[config.mk]
export PLATFORM = sky130hd
export DESIGN_NAME = capture_compare_array
export DESIGN_NICKNAME = d
export VERILOG_FILES = /design/src/core/pca_pkg.sv /design/src/core/pin_edge_detect.sv /design/src/core/capture_compare_array.sv
export VERILOG_INCLUDE_DIRS = /design/src /design/src/core
export SDC_FILE = /design/constraint.sdc
export NUM_CORES = 1
export LEC_CHECK = 0
export BUFFER_PORTS_ARGS = -buffer_cell sky130_fd_sc_hd__buf_2
export CORE_ASPECT_RATIO = 1.75
export CORE_UTILIZATION = 61
export CTS_CLUSTER_DIAMETER = 120
export CTS_CLUSTER_SIZE = 28
export DETAILED_ROUTE_END_ITERATION = 10
export GPL_ROUTABILITY_DRIVEN = 1
export HOLD_SLACK_MARGIN = 0.06
export PLACE_DENSITY = 0.84
export SETUP_SLACK_MARGIN = 0.05
export SYNTH_ARGS = -nofsm -noshare
export SYNTH_HDL_FRONTEND = slang
export SYNTH_SLANG_ARGS = --single-unit
[constraint.sdc]
create_clock -name clk_in -period 2.6 [get_ports clk_in]
set_input_delay 0.52 -clock clk_in [delete_from_list [all_inputs] [get_ports clk_in]]
set_output_delay 0.52 -clock clk_in [all_outputs]
set_load 0.05 [all_outputs]
[src/core/pca_map.svh]
`ifndef PCA_MAP_SVH
`define PCA_MAP_SVH

`define NUM_MODULES 4
`define CNT_W 16
`define MODE_W 7

// register byte offsets
`define OFS_CONTROL 8'h00
`define OFS_STATUS 8'h04
`define OFS_MASK 8'h08
`define OFS_COUNTER 8'h0c
`define OFS_MODE_BASE 8'h10
`define OFS_CMP_BASE 8'h20
`define OFS_EXT_BASE 8'h30

// control register
`define CTRL_RUN_BIT 0

// module_mode_reg fields
`define MODE_IRQ_EN 0
`define MODE_PWM 1
`define MODE_TOGGLE 2
`define MODE_MATCH 3
`define MODE_FALL 4
`define MODE_RISE 5
`define MODE_COMP 6

// pwm_extension_reg fields
`define EXT_ACTIVE_BIT 0
`define EXT_RELOAD_BIT 1

// reset values
`define RST_MODE 7'h00
`define RST_BYTE 8'h00
`define RST_COUNT 16'h0000
`define RST_FLAGS 4'h0
`define RST_MASK 4'hf

`define CL_MAX 8'hff

`define RESP_OKAY 2'b00
`define RESP_SLVERR 2'b10

`endif

[src/core/pca_pkg.sv]
`include "pca_map.svh"

package pca_pkg;

  typedef enum logic [2:0] {
    fn_idle,
    fn_capture,
    fn_timer,
    fn_toggle,
    fn_pwm
  } module_fn_t;

  typedef logic [`MODE_W-1:0] mode_bits_t;

  function automatic module_fn_t mode_of(input mode_bits_t m);
    logic cap_any;
    logic cmp_only;
    cap_any = m[`MODE_RISE] | m[`MODE_FALL];
    cmp_only = m[`MODE_COMP] & m[`MODE_MATCH] & ~cap_any & ~m[`MODE_PWM];
    if (m[`MODE_PWM] && m[`MODE_COMP] && !cap_any && !m[`MODE_MATCH] &&
        !m[`MODE_TOGGLE] && !m[`MODE_IRQ_EN]) begin
      mode_of = fn_pwm;
    end else if (cap_any && !m[`MODE_MATCH] && !m[`MODE_TOGGLE] &&
                 !m[`MODE_PWM]) begin
      mode_of = fn_capture;
    end else if (cmp_only && m[`MODE_TOGGLE]) begin
      mode_of = fn_toggle;
    end else if (cmp_only) begin
      mode_of = fn_timer;
    end else begin
      mode_of = fn_idle;
    end
  endfunction : mode_of

endpackage : pca_pkg

[src/core/pin_edge_detect.sv]
`timescale 1ns/1ps

module pin_edge_detect (
  input wire logic clk_in,
  input wire logic arst_n_in,
  input wire logic ce_in,
  input wire logic pin_in,
  output logic rise_out,
  output logic fall_out
);
  logic sync_a;
  logic sync_b;
  logic prev;

  // only sync_b looks at sync_a; edges compare sync_b with its last value
  always_ff @(posedge clk_in or negedge arst_n_in) begin
    if (!arst_n_in) begin
      sync_a <= 1'b0;
      sync_b <= 1'b0;
      prev <= 1'b0;
      rise_out <= 1'b0;
      fall_out <= 1'b0;
    end else if (ce_in) begin
      sync_a <= pin_in;
      sync_b <= sync_a;
      prev <= sync_b;
      rise_out <= sync_b & ~prev;
      fall_out <= ~sync_b & prev;
    end
  end
endmodule : pin_edge_detect

[src/core/capture_compare_array.sv]
// Notes on behaviour
// - rise capture only: latch whole counter on each rising pin edge.
// - fall capture only: latch whole counter on each falling pin edge.
// - both capture bits: latch counter on every pin transition.
// - capture copies counter high and low into compare high and low.
// - capture mode interrupts only while event flag and irq enable are set.
// - comparator plus match enable: 16-bit timer flags event on equality.
// - timer mode interrupts only while event flag and irq enable set.
// - comparator, match and toggle set: pin inverts on each match.
// - pwm only with pwm and comparator set, all other mode bits clear.
// - all pwm outputs share one counter, hence one frequency.
// - pwm pin low while zero-extended counter low below active value.
// - when counter low wraps, active value reloads from reload pair.
// - duty is one minus reload over 256; 0x000 high, 0x100 low.
// - hardware sets event flag on match or capture; software clears.
// - shared counter advances only while counter run is set.
// - extension register: reload ninth bit 1, active ninth bit 0.
`timescale 1ns/1ps

module capture_compare_array
  import pca_pkg::*;
(
  input wire logic clk_in,
  input wire logic arst_n_in,
  input wire logic ce_in,
  input wire logic [7:0] awaddr_in,
  input wire logic awvalid_in,
  output logic awready_out,
  input wire logic [31:0] wdata_in,
  input wire logic [3:0] wstrb_in,
  input wire logic wvalid_in,
  output logic wready_out,
  output logic [1:0] bresp_out,
  output logic bvalid_out,
  input wire logic bready_in,
  input wire logic [7:0] araddr_in,
  input wire logic arvalid_in,
  output logic arready_out,
  output logic [31:0] rdata_out,
  output logic [1:0] rresp_out,
  output logic rvalid_out,
  input wire logic rready_in,
  input wire logic [`NUM_MODULES-1:0] module_pin_in,
  output logic [`NUM_MODULES-1:0] module_pin_out,
  output logic [`NUM_MODULES-1:0] module_pin_oe_out,
  output logic irq_out
);
  localparam int N = `NUM_MODULES;

  logic counter_run;
  logic [`CNT_W-1:0] count;
  logic [3:0] module_event_flag;
  logic [3:0] irq_mask;
  mode_bits_t module_mode_reg [N];
  logic [7:0] compare_low [N];
  logic [7:0] compare_high [N];
  logic [N-1:0] active_ninth_bit;
  logic [N-1:0] reload_ninth_bit;

  logic aw_held;
  logic w_held;
  logic [7:0] waddr;
  logic [31:0] wdata;
  logic [3:0] wstrb;
  logic wr_now;
  logic wr_ok;
  logic rd_take;
  logic [31:0] next_rdata;
  logic next_rok;
  logic tick;
  logic [N-1:0] rise;
  logic [N-1:0] fall;
  logic [N-1:0] capture;
  logic [N-1:0] match;
  module_fn_t fn [N];

  function automatic logic is_slot(input logic [7:0] a,
                                   input logic [7:0] base,
                                   input int idx);
    is_slot = (a == 8'(base + 8'(idx * 4)));
  endfunction : is_slot

  ////////////////////////////////////////////////////////////////////////////
  // bus slave: write and read channels

  assign wr_now = aw_held & w_held & ~bvalid_out;
  assign rd_take = arvalid_in & arready_out;

  always_ff @(posedge clk_in or negedge arst_n_in) begin
    if (!arst_n_in) begin
      aw_held <= 1'b0;
      w_held <= 1'b0;
      awready_out <= 1'b1;
      wready_out <= 1'b1;
      waddr <= 8'h00;
      wdata <= 32'h0000_0000;
      wstrb <= 4'h0;
      bvalid_out <= 1'b0;
      bresp_out <= `RESP_OKAY;
    end else if (ce_in) begin
      if (awvalid_in && awready_out) begin
        aw_held <= 1'b1;
        awready_out <= 1'b0;
        waddr <= awaddr_in;
      end
      if (wvalid_in && wready_out) begin
        w_held <= 1'b1;
        wready_out <= 1'b0;
        wdata <= wdata_in;
        wstrb <= wstrb_in;
      end
      if (wr_now) begin
        aw_held <= 1'b0;
        w_held <= 1'b0;
        bvalid_out <= 1'b1;
        bresp_out <= wr_ok ? `RESP_OKAY : `RESP_SLVERR;
      end
      if (bvalid_out && bready_in) begin
        bvalid_out <= 1'b0;
        awready_out <= 1'b1;
        wready_out <= 1'b1;
      end
    end
  end

  always_comb begin
    wr_ok = (waddr == `OFS_CONTROL) || (waddr == `OFS_STATUS) ||
            (waddr == `OFS_MASK) || (waddr == `OFS_COUNTER);
    for (int i = 0; i < N; i++) begin
      if (is_slot(waddr, `OFS_MODE_BASE, i) ||
          is_slot(waddr, `OFS_CMP_BASE, i) ||
          is_slot(waddr, `OFS_EXT_BASE, i)) begin
        wr_ok = 1'b1;
      end
    end
  end

  always_comb begin
    next_rdata = 32'h0000_0000;
    next_rok = 1'b1;
    unique case (araddr_in)
      `OFS_CONTROL: next_rdata[`CTRL_RUN_BIT] = counter_run;
      `OFS_STATUS: next_rdata[3:0] = module_event_flag;
      `OFS_MASK: next_rdata[3:0] = irq_mask;
      `OFS_COUNTER: next_rdata[15:0] = count;
      default: begin
        next_rok = 1'b0;
        for (int i = 0; i < N; i++) begin
          if (is_slot(araddr_in, `OFS_MODE_BASE, i)) begin
            next_rdata[6:0] = module_mode_reg[i];
            next_rok = 1'b1;
          end
          if (is_slot(araddr_in, `OFS_CMP_BASE, i)) begin
            next_rdata[15:0] = {compare_high[i], compare_low[i]};
            next_rok = 1'b1;
          end
          if (is_slot(araddr_in, `OFS_EXT_BASE, i)) begin
            next_rdata[`EXT_RELOAD_BIT] = reload_ninth_bit[i];
            next_rdata[`EXT_ACTIVE_BIT] = active_ninth_bit[i];
            next_rok = 1'b1;
          end
        end
      end
    endcase
  end

  always_ff @(posedge clk_in or negedge arst_n_in) begin
    if (!arst_n_in) begin
      arready_out <= 1'b1;
      rvalid_out <= 1'b0;
      rdata_out <= 32'h0000_0000;
      rresp_out <= `RESP_OKAY;
    end else if (ce_in) begin
      if (rd_take) begin
        arready_out <= 1'b0;
        rvalid_out <= 1'b1;
        rdata_out <= next_rdata;
        rresp_out <= next_rok ? `RESP_OKAY : `RESP_SLVERR;
      end else if (rvalid_out && rready_in) begin
        rvalid_out <= 1'b0;
        arready_out <= 1'b1;
      end
    end
  end

  ////////////////////////////////////////////////////////////////////////////
  // control, mask and mode registers

  always_ff @(posedge clk_in or negedge arst_n_in) begin
    if (!arst_n_in) begin
      counter_run <= 1'b0;
      irq_mask <= `RST_MASK;
      for (int i = 0; i < N; i++) begin
        module_mode_reg[i] <= `RST_MODE;
      end
    end else if (ce_in && wr_now && wstrb[0]) begin
      if (waddr == `OFS_CONTROL) begin
        counter_run <= wdata[`CTRL_RUN_BIT];
      end
      if (waddr == `OFS_MASK) begin
        irq_mask <= wdata[3:0];
      end
      for (int i = 0; i < N; i++) begin
        if (is_slot(waddr, `OFS_MODE_BASE, i)) begin
          module_mode_reg[i] <= wdata[6:0];
        end
      end
    end
  end

  ////////////////////////////////////////////////////////////////////////////
  // shared counter

  // counts system clocks; source selection sits outside this block
  assign tick = ce_in & counter_run;

  always_ff @(posedge clk_in or negedge arst_n_in) begin
    if (!arst_n_in) begin
      count <= `RST_COUNT;
    end else if (ce_in) begin
      if (wr_now && waddr == `OFS_COUNTER && wstrb[1:0] == 2'b11) begin
        count <= wdata[15:0];
      end else if (tick) begin
        count <= count + 16'h0001;
      end
    end
  end

  ////////////////////////////////////////////////////////////////////////////
  // per-module decode, capture and match

  for (genvar g = 0; g < N; g++) begin : g_edge
    pin_edge_detect u_edge (
      .clk_in(clk_in),
      .arst_n_in(arst_n_in),
      .ce_in(ce_in),
      .pin_in(module_pin_in[g]),
      .rise_out(rise[g]),
      .fall_out(fall[g])
    );
  end

  always_comb begin
    for (int i = 0; i < N; i++) begin
      fn[i] = mode_of(module_mode_reg[i]);
      capture[i] = (fn[i] == fn_capture) &&
        ((rise[i] && module_mode_reg[i][`MODE_RISE]) ||
         (fall[i] && module_mode_reg[i][`MODE_FALL]));
      // a match counts once per counter value, as the counter leaves it
      match[i] = tick && (fn[i] == fn_timer || fn[i] == fn_toggle) &&
        (count == {compare_high[i], compare_low[i]});
    end
  end

  ////////////////////////////////////////////////////////////////////////////
  // compare registers: capture beats a software write in the same cycle

  always_ff @(posedge clk_in or negedge arst_n_in) begin
    if (!arst_n_in) begin
      for (int i = 0; i < N; i++) begin
        compare_low[i] <= `RST_BYTE;
        compare_high[i] <= `RST_BYTE;
        active_ninth_bit[i] <= 1'b0;
        reload_ninth_bit[i] <= 1'b0;
      end
    end else if (ce_in) begin
      for (int i = 0; i < N; i++) begin
        if (wr_now && is_slot(waddr, `OFS_CMP_BASE, i)) begin
          if (wstrb[0]) begin
            compare_low[i] <= wdata[7:0];
          end
          if (wstrb[1]) begin
            compare_high[i] <= wdata[15:8];
          end
        end
        if (wr_now && wstrb[0] && is_slot(waddr, `OFS_EXT_BASE, i)) begin
          reload_ninth_bit[i] <= wdata[`EXT_RELOAD_BIT];
          active_ninth_bit[i] <= wdata[`EXT_ACTIVE_BIT];
        end
        if (capture[i]) begin
          compare_high[i] <= count[15:8];
          compare_low[i] <= count[7:0];
        end
        // reload only at the wrap; writes to compare low or the ext register still change the active value at once
        if (fn[i] == fn_pwm && tick && count[7:0] == `CL_MAX) begin
          compare_low[i] <= compare_high[i];
          active_ninth_bit[i] <= reload_ninth_bit[i];
        end
      end
    end
  end

  ////////////////////////////////////////////////////////////////////////////
  // event flags and interrupt

  always_ff @(posedge clk_in or negedge arst_n_in) begin
    if (!arst_n_in) begin
      module_event_flag <= `RST_FLAGS;
    end else if (ce_in) begin
      for (int i = 0; i < N; i++) begin
        if (capture[i] || match[i]) begin
          module_event_flag[i] <= 1'b1;
        end else if (rd_take && araddr_in == `OFS_STATUS) begin
          module_event_flag[i] <= 1'b0;
        end else if (wr_now && wstrb[0] && waddr == `OFS_STATUS &&
                     wdata[i]) begin
          module_event_flag[i] <= 1'b0;
        end
      end
    end
  end

  always_ff @(posedge clk_in or negedge arst_n_in) begin
    if (!arst_n_in) begin
      irq_out <= 1'b0;
    end else if (ce_in) begin
      irq_out <= 1'b0;
      for (int i = 0; i < N; i++) begin
        if (module_event_flag[i] && module_mode_reg[i][`MODE_IRQ_EN] &&
            irq_mask[i]) begin
          irq_out <= 1'b1;
        end
      end
    end
  end

  ////////////////////////////////////////////////////////////////////////////
  // pin drivers

  always_ff @(posedge clk_in or negedge arst_n_in) begin
    if (!arst_n_in) begin
      module_pin_out <= '0;
      module_pin_oe_out <= '0;
    end else if (ce_in) begin
      for (int i = 0; i < N; i++) begin
        module_pin_oe_out[i] <= (fn[i] == fn_pwm) || (fn[i] == fn_toggle);
        if (fn[i] == fn_pwm) begin
          // every pwm module reads the same count, so periods match
          module_pin_out[i] <= !({1'b0, count[7:0]} <
            {active_ninth_bit[i], compare_low[i]});
        end else if (match[i] && fn[i] == fn_toggle) begin
          module_pin_out[i] <= ~module_pin_out[i];
        end
      end
    end
  end
endmodule : capture_compare_array

# Word level (Yosys, flattened, before mapping)
# Cells that the tools add are included.
[word_totals]
regBits = 207
latch_bits = 0
ram_bits = 0
romBits = 0
inputBits = 64
output_inout_bits = 50
n_memories = 0
[op_classes]
addsub = 1
n_mul = 0
div = 0
magnitude_cmp = 4
eq_ne = 52
shift = 0
muxes = 122
bitwise = 49
n_reduce_logical = 230
[op_table]
columns = ["operator", "count"]
rows = [
  ["$mux W8", 22],
  ["$eq A8 B6 Y1 const B", 16],
  ["$mux W16", 8],
  ["$logic_and A1 B1 Y1", 99],
  ["$reduce_and A2 Y1", 33],
  ["$eq A16 B16 Y1", 4],
  ["$eq A8 B5 Y1 const B", 8],
  ["$mux W1", 63],
  ["$reduce_bool A2 Y1", 23],
  ["$lt A8 B9 Y1", 4],
  ["$mux W2", 18],
  ["$reduce_bool A3 Y1", 12],
  ["$eq A8 B4 Y1 const B", 4],
  ["$mux W7", 4],
  ["$logic_or A1 B1 Y1", 27],
  ["$and A1 B1 Y1", 24],
  ["$eq A3 B2 Y1 const B", 8],
  ["$logic_not A1 Y1", 24],
  ["$pmux W12 S2", 1],
  ["$reduce_and A3 Y1", 8],
  ["$not A1 Y1", 21],
  ["$add A16 B1 Y16 const B", 1],
  ["$eq A8 B3 Y1 const B", 2],
  ["$logic_not A8 Y1", 2],
  ["10 further kinds", 22],
]

# Longest topological paths before layout
# Gate-level depths: netlist (run 1).
[depth]
depth_word = 16
ltp_mapped = 8
ltp_nobuf = 7

# Modules after synthesis
# Synthesis (run 1) repeated with hierarchy kept, for this count alone.
[unflattened]
hier_cells = 1272
area_unflattened_um2 = 12578.3
[modules_own_cells]
columns = ["mod", "instances", "cells_each", "area_per_inst_um2", "seq_area_each_um2"]
rows = [
  ["capture_compare_array", 1, 1212, 11722.5, 4638.2],
  ["pin_edge_detect", 4, 15, 214.0, 125.1],
]

# Least setup slack after synthesis (run 1)
# Ideal clock, no wire load.
[synth_path]
kind = "register to register"
from = "reg bvalid_out"
to = "reg count[1]"
setup_time_ns = 0.139
arrival_time_ns = 2.139
slack_ns = 0.322
stages_incl_launch_ff = 7
cell_sequence = "dfrtp_1 -> and4b_1 -> clkbuf_1 -> nor4bb_1 -> buf_2 -> mux2i_1 -> o21ai_0"
[synth_between]
elab_chain_cells = 6
[synth_rtl]
columns = ["item", "line", "text"]
rows = [
  ["start, declared", "capture_compare_array.sv:34", "output logic bvalid_out,"],
  ["start signal, assigned", "capture_compare_array.sv:98", "bvalid_out <= 1'b0;"],
  ["start signal, assigned", "capture_compare_array.sv:115", "bvalid_out <= 1'b1;"],
  ["start signal, assigned", "capture_compare_array.sv:119", "bvalid_out <= 1'b0;"],
  ["$not A1 Y1 (*)", "capture_compare_array.sv:86", "assign wr_now = aw_held & w_held & ~bvalid_out;"],
  ["$and A1 B1 Y1 (*)", "capture_compare_array.sv:86", ""],
  ["$logic_and A1 B1 Y1 (no line) (*)", "--", ""],
  ["$logic_and A1 B1 Y1 (*)", "capture_compare_array.sv:221", "if (wr_now && waddr == `OFS_COUNTER && wstrb[1:0] == 2'b11) begin"],
  ["$reduce_bool A2 Y1 (no line)", "--", ""],
  ["$reduce_and A2 Y1 (no line)", "--", ""],
  ["end signal, assigned", "capture_compare_array.sv:219", "count <= `RST_COUNT;"],
  ["end signal, assigned", "capture_compare_array.sv:222", "count <= wdata[15:0];"],
  ["end signal, assigned", "capture_compare_array.sv:224", "count <= count + 16'h0001;"],
  ["end, declared", "capture_compare_array.sv:51", "logic [`CNT_W-1:0] count;"],
]
# Mark *: on every way between the ends. The rest lies on a longest branch, timed or not.
# A chain may end at the register's enable or synchronous reset.

# Worst setup path after layout (run 1)
[layout_path]
from = "reg waddr[6]"
to = "reg compare_low[20] (netlist name)"
[layout_between]
elab_chain_cells = 4
[layout_rtl]
columns = ["item", "line", "text"]
rows = [
  ["start, declared", "capture_compare_array.sv:62", "logic [7:0] waddr;"],
  ["start signal, assigned", "capture_compare_array.sv:104", "waddr <= awaddr_in;"],
  ["$eq A8 B6 Y1", "capture_compare_array.sv:80", "is_slot = (a == 8'(base + 8'(idx * 4)));"],
  ["$logic_and A1 B1 Y1", "capture_compare_array.sv:268", "if (wr_now && is_slot(waddr, `OFS_CMP_BASE, i)) begin"],
  ["$reduce_bool A3 Y1 (no line)", "--", ""],
  ["$reduce_and A3 Y1 (no line)", "--", ""],
  ["end signal, assigned by index", "capture_compare_array.sv:270", "compare_low[i] <= wdata[7:0];"],
  ["end signal, assigned by index", "capture_compare_array.sv:282", "compare_low[i] <= count[7:0];"],
  ["end signal, assigned by index", "capture_compare_array.sv:286", "compare_low[i] <= compare_high[i];"],
  ["end, declared", "capture_compare_array.sv:55", "logic [7:0] compare_low [N];"],
]
# Every way passes these cells.

==> impl_metrics.yaml, run 1 <==
logic_synthesis:
  yosys_warnings: 0
  synth_commonest_cells: "dfrtp_1 (198), nand2_1 (134), mux2_2 (120), clkbuf_1 (72), o21ai_0 (69)"
  syn-cell-area_sq_mm: 0.0124
  yosys-top-cells-area: "dfrtp_1 (40%), mux2_2 (11%), mux2i_1 (4.6%)"
  yosysTopAreaCellShare: 0.400
  syn_area_per_cell_sq_um: 9.77
  ys_ff_latch: 205
  synth_top_area_cell: "dfrtp_1"
  synth_edf_count: 0
  synth_most_common_cell: "dfrtp_1"
  yosysUniqueCellTypes: 75
  synthFlopType: "dfrtp_1"
  postSynthCellCount: 1267
  ys_seq_area_frac: 0.415
  synthArstFlopShare: 1.00
placed_design:
  io_buffer_count: 77
  gp_congestion: 1.03
  hpwl_um: 30700
floorplan:
  die-area_sq_mm: 0.0209
  core-area_sq_mm: 0.0198
  rows: 68
  initial_core_util: 0.624
  die_h_um: 190
  design.portCount: 114
  die-width_um: 110
timing:
  slew_viol_final: 0
  rsz0062_at_grt: "no"
  final.min_clock_period_ps: 2480
  hold_viol_final: 0
  fin_crit_sh: 0.955
  finalSetupViolCount: 0
  slew_headroom: 0.319
  finClkSkew_ps: 29.0
  finalSetupTns_ps: 0
  timing.fmax_mhz: 403
  worst_pin_slew_ps: 1010
final_layout:
  nNetsFinal: 1452
  area.growth.synth_to_final_pct: 11.0
  nFillCells: 1513
  layout-drive-gt1-share: 0.242
  finish.utilization: 0.693
  antenna_cells: 0
status:
  status: "finished, final reports clean"
grt:
  grt_pass1_wl_um: 62400
  grt_usage: 0.409
  grt_pass1_vias: 10900
  grt_max_degree: 71
  grt-ovfl-total: 0
  antenna_found_initial: 1
worst_setup_path:
  crit_path_start_kind: "flop"
  worstPathArrival_ps: 2860
  rrSetupSlack_ps: 120
  r2r-start: "waddr[6]"
  setup.worst_path.class: "flop to flop"
  critPathMaxFanout: 8
  r2r-end: "compare_low[20]"
  end_kind: "flop"
  reg2reg_depth: 5
  required_ps: 2980
drt:
  dr_total_vias: 11000
  ant_nets: 0
  drt_iter0_drc: 1047
  remaining_drc_errors: 0
  dr.pass1.iters: 5
  routedWlPerCell_um: 25.7
  totalWireLength_um: 41200
  avgViaCountPerCell: 6.84
cts:
  cts_hold_buf: 0
  postCtsSetupBuffers: 0
  clock_path_buffers: 3
  clkLatencyLatePin_ps: 480
  cts_root_buf: "clkbuf_16"
  cts_tree: "built"
  post_cts.resized_instances: 0
  cts_sinks: 205
  path_clk_slew_ps: 120
  htree_levels: 1
  cts_inserted_buffers: 11
pwr:
  p_leak_nw: 6.26
  p_per_area_mw_per_mm2: 417
  vdd_drop_max_uv: 606
job:
  maxCapViolations: 0
hold_path:
  hp-class: "input port to async pin"
==> per-stage QoR <==
| stage | setup slack [ps] | instance area (sq um) | hold slack, ps | total power [mW] | std cells |
|---|---|---|---|---|---|
| finish | 117 | 13700 | 67.3 | 5.73 | 1602 |
| global route | 52.3 | 13700 | 109 | 5.90 | 1602 |
| detailed placement | 132 | 13400 | 445 | 3.90 | 1587 |
| floorplan | 322 | 12400 | 224 | 3.68 | 1284 |
| CTS | 165 | 13700 | 93.0 | 5.73 | 1602 |
| global placement | 180 | 13400 | 426 | 3.89 | 1587 |
==> power breakdown <==
part | leakage [nW] | total, mW | internal [mW] | switching [mW]
Combinational | 3.39 | 0.506 | 0.161 | 0.344
Sequential | 2.72 | 3.34 | 3.26 | 0.0815
Clock | 0.149 | 1.88 | 0.808 | 1.08
Total | 6.26 | 5.73 | 4.23 | 1.50
==> worst max path at each step <==
stage                             from  cells past startpoint  slack [ps]              end
after floorplan             bvalid_out                      6         320         count[1]
after global placement    araddr_in[7]                      7         180     rdata_out[9]
after detailed placement  araddr_in[7]                      7         130     rdata_out[9]
after CTS                     waddr[6]                      5         160  compare_low[20]
after global routing          waddr[6]                      5          50  compare_low[17]
final                         waddr[6]                      5         120  compare_low[20]
==> worst max-delay path, stage by stage, from the launching register on <==
cell and delay (ps):
dfrtp_1 470, or4b_4 550, or3b_1 570, o22ai_4 440
mux2i_1 270, o21ai_1 70
==> layout make-up <==
| class | count | area, sq um | share of cell area |
|---|---|---|---|
| Sequential cell | 205 | 5140 | 0.374 |
| Clock buffer | 14 | 287 | 0.0209 |
| Timing Repair Buffer | 161 | 1140 | 0.0828 |
| Clock inverter | 1 | 20.0 | 0.00146 |
| Inverter | 45 | 169 | 0.0123 |
| Multi-Input combinational cell | 931 | 6680 | 0.486 |
| Tap cell | 245 | 307 | 0.0223 |
==> kinds of logic after synthesis <==
logic type,synth area share
simple gates,0.157
xor+xnor,0.0226
mux,0.155
flops,0.415
other cells,0.000303
compound gates,0.164
buf+inv,0.0523
fa+ha+maj,0.0334
==> layout by cell type (no fill, tap or decap), drive strengths merged, types with 18 or more instances in the layout <==
cell type  count
dfrtp        198
buf          160
nand2        134
mux2         120
o21ai        115
mux2i         57
nor2          52
inv           46
a21oi         37
nand3         33
ha            33
nand4         27
a22o          22
xor2          22
nor3          19
conb          18
==> layer usage <==
layer / GRT usage / wire (um) / up-vias
met2: 0.658 / 19600 / 624
met3: 0.0591 / 3490 / 231
met4: 0.324 / 3940 / 0
met1: 0.481 / 14200 / 5306
li1: - / - / 4800
met5: 0 / 0 / -
No activity file was read; power rests on OpenSTA's default activity.
==> inputs of run 2 (changes only) <==
--- a/config.mk
+++ b/config.mk
@@ -15,6 +15,7 @@
 export GPL_ROUTABILITY_DRIVEN = 1
 export HOLD_SLACK_MARGIN = 0.06
 export PLACE_DENSITY = 0.84
+export REMOVE_ABC_BUFFERS = 1
 export SETUP_SLACK_MARGIN = 0.05
 export SYNTH_ARGS = -nofsm -noshare
 export SYNTH_HDL_FRONTEND = slang
==> impl_metrics.yaml, run 2 (synthesis gave the netlist of run 1 again) <==
floorplan:
  rows: 68
  die-width_um: 110
  initial_core_util: 0.624
  die-area_sq_mm: 0.0209
  die_h_um: 190
  core-area_sq_mm: 0.0198
  design.portCount: 114
worst_setup_path:
  path_delay_family: "simple AND/OR/NAND/NOR gates"
  crit_path_start_kind: "flop"
  critPathBufInv: 0
  rrSetupSlack_ps: 80
  slowest_delay_ps: 630
  reg2reg_depth: 5
  end_kind: "flop"
  worstPathArrival_ps: 2900
  critPathMaxFanout: 8
  required_ps: 2980
  r2r-start: "waddr[7]"
  setup.worst_path.class: "flop to flop"
  crit_slowest_cell: "or3b_1"
  r2r-end: "compare_low[14]"
  path_cells: "or4b_4 > or3b_1 > o22ai_4 > mux2i_1 > o21ai_2"
final_layout:
  area.growth.synth_to_final_pct: 11.6
  final_cell_mix: "dfrtp_1 (198), nand2_1 (134), mux2_2 (120), buf_4 (77), buf_2 (76)"
  nFillCells: 1555
  regArea_sq_mm: 0.00514
  finish.utilization: 0.697
  nNetsFinal: 1457
  layout-drive-gt1-share: 0.245
  multiInputGateArea_sq_mm: 0.00668
  layout.cells.non_filler: 1610
  final_common_cell: "dfrtp_1"
placed_design:
  gp_congestion: 1.01
  dp.cells: 1588
  hpwl_um: 30400
  io_buffer_count: 77
  post-place-ws_ps: 69.7
grt:
  grt_max_degree: 67
  antenna_found_initial: 1
  grt-ovfl-total: 0
  grt_pass1_wl_um: 61500
  grt_pass1_vias: 11000
  grt_usage: 0.403
cts:
  cts_root_buf: "clkbuf_16"
  cts_tree: "built"
  cts_sinks: 205
  htree_levels: 1
  clock_path_buffers: 3
  path_clk_slew_ps: 110
  clkLatencyLatePin_ps: 490
  cts_inserted_buffers: 11
timing:
  worst_pin_slew_ps: 912
  slew_viol_final: 0
  setup_slack_ps: 77.1
  whs_ps: 261
  fin_crit_sh: 0.970
  finalSetupViolCount: 0
  hold_viol_final: 0
  rsz0062_at_grt: "no"
  slew_headroom: 0.392
  final.min_clock_period_ps: 2520
  finClkSkew_ps: 35.5
  timing.fmax_mhz: 396
drt:
  remaining_drc_errors: 0
  totalWireLength_um: 41100
  ant_nets: 0
  dr_total_vias: 11000
  drt_iter0_drc: 1215
  routedWlPerCell_um: 25.5
  dr.pass1.iters: 7
  avgViaCountPerCell: 6.83
pwr:
  p_leak_nw: 6.29
  p_per_area_mw_per_mm2: 416
  vdd_drop_max_uv: 636
job:
  maxCapViolations: 0
hold_path:
  hold_depth: 2
  hp-start: "wdata_in[14]"
  hp-class: "input port to flop"
  hold_end: "wdata[14]"
status:
  status: "finished, final reports clean"
[run 2: cell count changes in the layout (fill, tap and decap cells not counted)]
cell / delta
a21o_1: -1
a21o_2: +1
buf_12: +2
buf_4: +2
diode_2: +3
dlygate4sd3_1: +1
[run 2: cell type report]
cell class | instances | share of cell area
repair buffers | 166 | 0.0870
well taps | 245 | 0.0222
flip-flops and latches | 205 | 0.372
diodes | 3 | 0.000543
clock buffers | 14 | 0.0207
inverters | 45 | 0.0122
clock inverters | 1 | 0.00145
multi-input cells | 931 | 0.484
[run 2: worst reg2reg max path, stage by stage, from the launching register on]
cell     delay, ps
dfrtp_1        470
or4b_4         590
or3b_1         630
o22ai_4        410
mux2i_1        270
o21ai_2         70
[run 2: routing by layer]
layer / up-vias / track usage / share of wire
met4: 0 / 0.355 / 0.11
met5: - / 0 / 0
li1: 4824 / - / -
met3: 256 / 0.0786 / 0.086
met1: 5224 / 0.432 / 0.33
met2: 686 / 0.662 / 0.48
[run 2: worst max path at each step]
| stage | cells after the start | from | endpoint |
|---|---|---|---|
| 2_1_floorplan | 5 | araddr_in[1] | rdata_out[0] |
| 4_1_cts | 5 | waddr[7] | compare_low[24] |
| 6_report | 5 | waddr[7] | compare_low[14] |
| 3_3_place_gp | 6 | araddr_in[7] | rdata_out[9] |
| 3_5_place_dp | 6 | araddr_in[7] | rdata_out[9] |
| 5_1_grt | 5 | waddr[7] | compare_low[14] |
[run 2: what timing repair did]
action,in CTS,in global routing
buffers inserted,0,3
setup endpoints to repair,0,13
endpoints found under the hold margin,33,0
hold buffers,1,0
gates resized for setup,0,1
[run 2: stage by stage]
step,cell area (sq um),power (mW),TNS (ps)
floorplan,12000,3.62,-7400
global placement,13400,3.88,0
detailed placement,13400,3.90,0
CTS,13700,5.74,0
global route,13800,5.90,0
finish,13800,5.74,0
[run 2: report_power, final]
| part | total, mW | switching [mW] | leakage, nW | internal, mW |
|---|---|---|---|---|
| sequential | 3.34 | 0.0768 | 2.72 | 3.26 |
| clock | 1.89 | 1.08 | 0.149 | 0.808 |
| combinational | 0.509 | 0.344 | 3.43 | 0.165 |
==> inputs of run 3 (changes only) <==
--- a/config.mk
+++ b/config.mk
@@ -8,11 +8,13 @@
 export LEC_CHECK = 0
 export BUFFER_PORTS_ARGS = -buffer_cell sky130_fd_sc_hd__buf_2
 export CORE_ASPECT_RATIO = 1.75
+export CORE_MARGIN = 2
 export CORE_UTILIZATION = 61
 export CTS_CLUSTER_DIAMETER = 120
 export CTS_CLUSTER_SIZE = 28
 export DETAILED_ROUTE_END_ITERATION = 10
 export GPL_ROUTABILITY_DRIVEN = 1
+export GPL_TIMING_DRIVEN = 1
 export HOLD_SLACK_MARGIN = 0.06
 export PLACE_DENSITY = 0.84
 export REMOVE_ABC_BUFFERS = 1
==> impl_metrics.yaml, run 3 (synthesis gave the netlist of run 1 again) <==
status:
  status: "finished, final reports clean"
worst_setup_path:
  setup.worst_path.class: "flop to flop"
  cp-startpoint: "waddr[5]"
  end_kind: "flop"
  r2r-end: "compare_low[22]"
  r2r-start: "waddr[5]"
  reg2reg_depth: 5
  required_ps: 2980
  worstPathArrival_ps: 2850
  crit_path_start_kind: "flop"
  rrSetupSlack_ps: 140
  critPathMaxFanout: 8
drt:
  remaining_drc_errors: 0
  drt_iter0_drc: 964
  totalWireLength_um: 40800
  ant_nets: 0
  routedWlPerCell_um: 25.4
  dr.pass1.iters: 6
  dr_total_vias: 10900
  avgViaCountPerCell: 6.81
final_layout:
  antenna_cells: 0
  final_common_cell: "dfrtp_1"
  area.growth.synth_to_final_pct: 10.9
  nNetsFinal: 1452
  nFillCells: 1558
  layout-drive-gt1-share: 0.242
  final_cell_mix: "dfrtp_1 (198), nand2_1 (134), mux2_2 (120), buf_2 (76), buf_4 (75)"
placed_design:
  hpwl_um: 30700
  gp_congestion: 1.03
  io_buffer_count: 77
  post-place-ws_ps: 168
grt:
  grt_pass1_wl_um: 62100
  grt-ovfl-total: 0
  grt_pass1_vias: 10700
  grt_max_degree: 74
  grt_usage: 0.380
  antenna_found_initial: 0
floorplan:
  die-width_um: 112
  die_h_um: 192
  initial_core_util: 0.615
  rows: 69
  design.portCount: 114
  die-area_sq_mm: 0.0215
  core-area_sq_mm: 0.0201
cts:
  cts_tree: "built"
  cts_sinks: 205
  cts_inserted_buffers: 11
  clkLatencyLatePin_ps: 480
  clock_path_buffers: 3
  post_cts.resized_instances: 0
  cts_root_buf: "clkbuf_16"
  path_clk_slew_ps: 120
  htree_levels: 1
pwr:
  p_leak_nw: 6.26
  vdd_drop_max_uv: 659
  p_per_area_mw_per_mm2: 418
hold_path:
  hp-start: "wdata_in[9]"
  hold_depth: 2
  hold_end: "wdata[9]"
  hp-class: "input port to flop"
job:
  maxCapViolations: 0
timing:
  setup_slack_ps: 136
  hold_viol_final: 0
  slew_viol_final: 0
  slew_headroom: 0.483
  whs_ps: 257
  rsz0062_at_grt: "yes"
  worst_pin_slew_ps: 776
  timing.fmax_mhz: 406
  fin_crit_sh: 0.948
  finalSetupViolCount: 0
  finClkSkew_ps: 31.3
  final.min_clock_period_ps: 2460
run 3: worst max-delay path, stage by stage (launching register included):
cell     delay, ps
dfrtp_1        470
or4b_4         530
or3b_1         600
o22ai_4        410
mux2i_1        270
o21ai_2         70
run 3: worst max-delay path by stage:
stage | slack (ps) | end
final | 140 | compare_low[22]
after global routing | 40 | compare_low[22]
after CTS | 140 | compare_low[3]
after detailed placement | 170 | compare_low[3]
after global placement | 200 | compare_low[6]
after floorplan | -560 | rdata_out[0]
run 3: power by group:
part	internal (mW)	switching (mW)
logic	0.164	0.336
clock network	0.808	1.08
registers	3.26	0.0877
total	4.23	1.50
run 3: what timing repair did:
item	in CTS	in global routing
setup endpoints to repair	0	3
hold buffers	1	0
hold endpoints to repair	19	0
buffers inserted	0	5
run 3: routing by layer:
layer / global-route usage / wire, um / up-vias
li1: - / - / 4808
met1: 0.432 / 14300 / 5302
met2: 0.623 / 19400 / 598
met3: 0.0584 / 2920 / 225
met4: 0.326 / 4190 / 0
met5: 0 / 0 / -
run 3: final cells by class:
cell class	instances	area, sq um	area share
clock buffer	14	287	0.0209
clock inverter	1	20.0	0.00146
inverter	45	169	0.0123
multi-input combinational	931	6680	0.487
sequential	205	5140	0.374
tap	248	310	0.0226
timing repair buffer	161	1130	0.0821
run 3: metrics by stage:
stage | util | power, mW | cells | TNS [ps] | cell area [sq um]
global placement | 0.665 | 3.88 | 1584 | 0 | 13400
finish | 0.683 | 5.74 | 1605 | 0 | 13700
global route | 0.683 | 5.92 | 1605 | 0 | 13700
floorplan | - | 3.62 | 1181 | -7400 | 12000
detailed placement | 0.665 | 3.90 | 1584 | 0 | 13400
CTS | 0.681 | 5.75 | 1600 | 0 | 13700
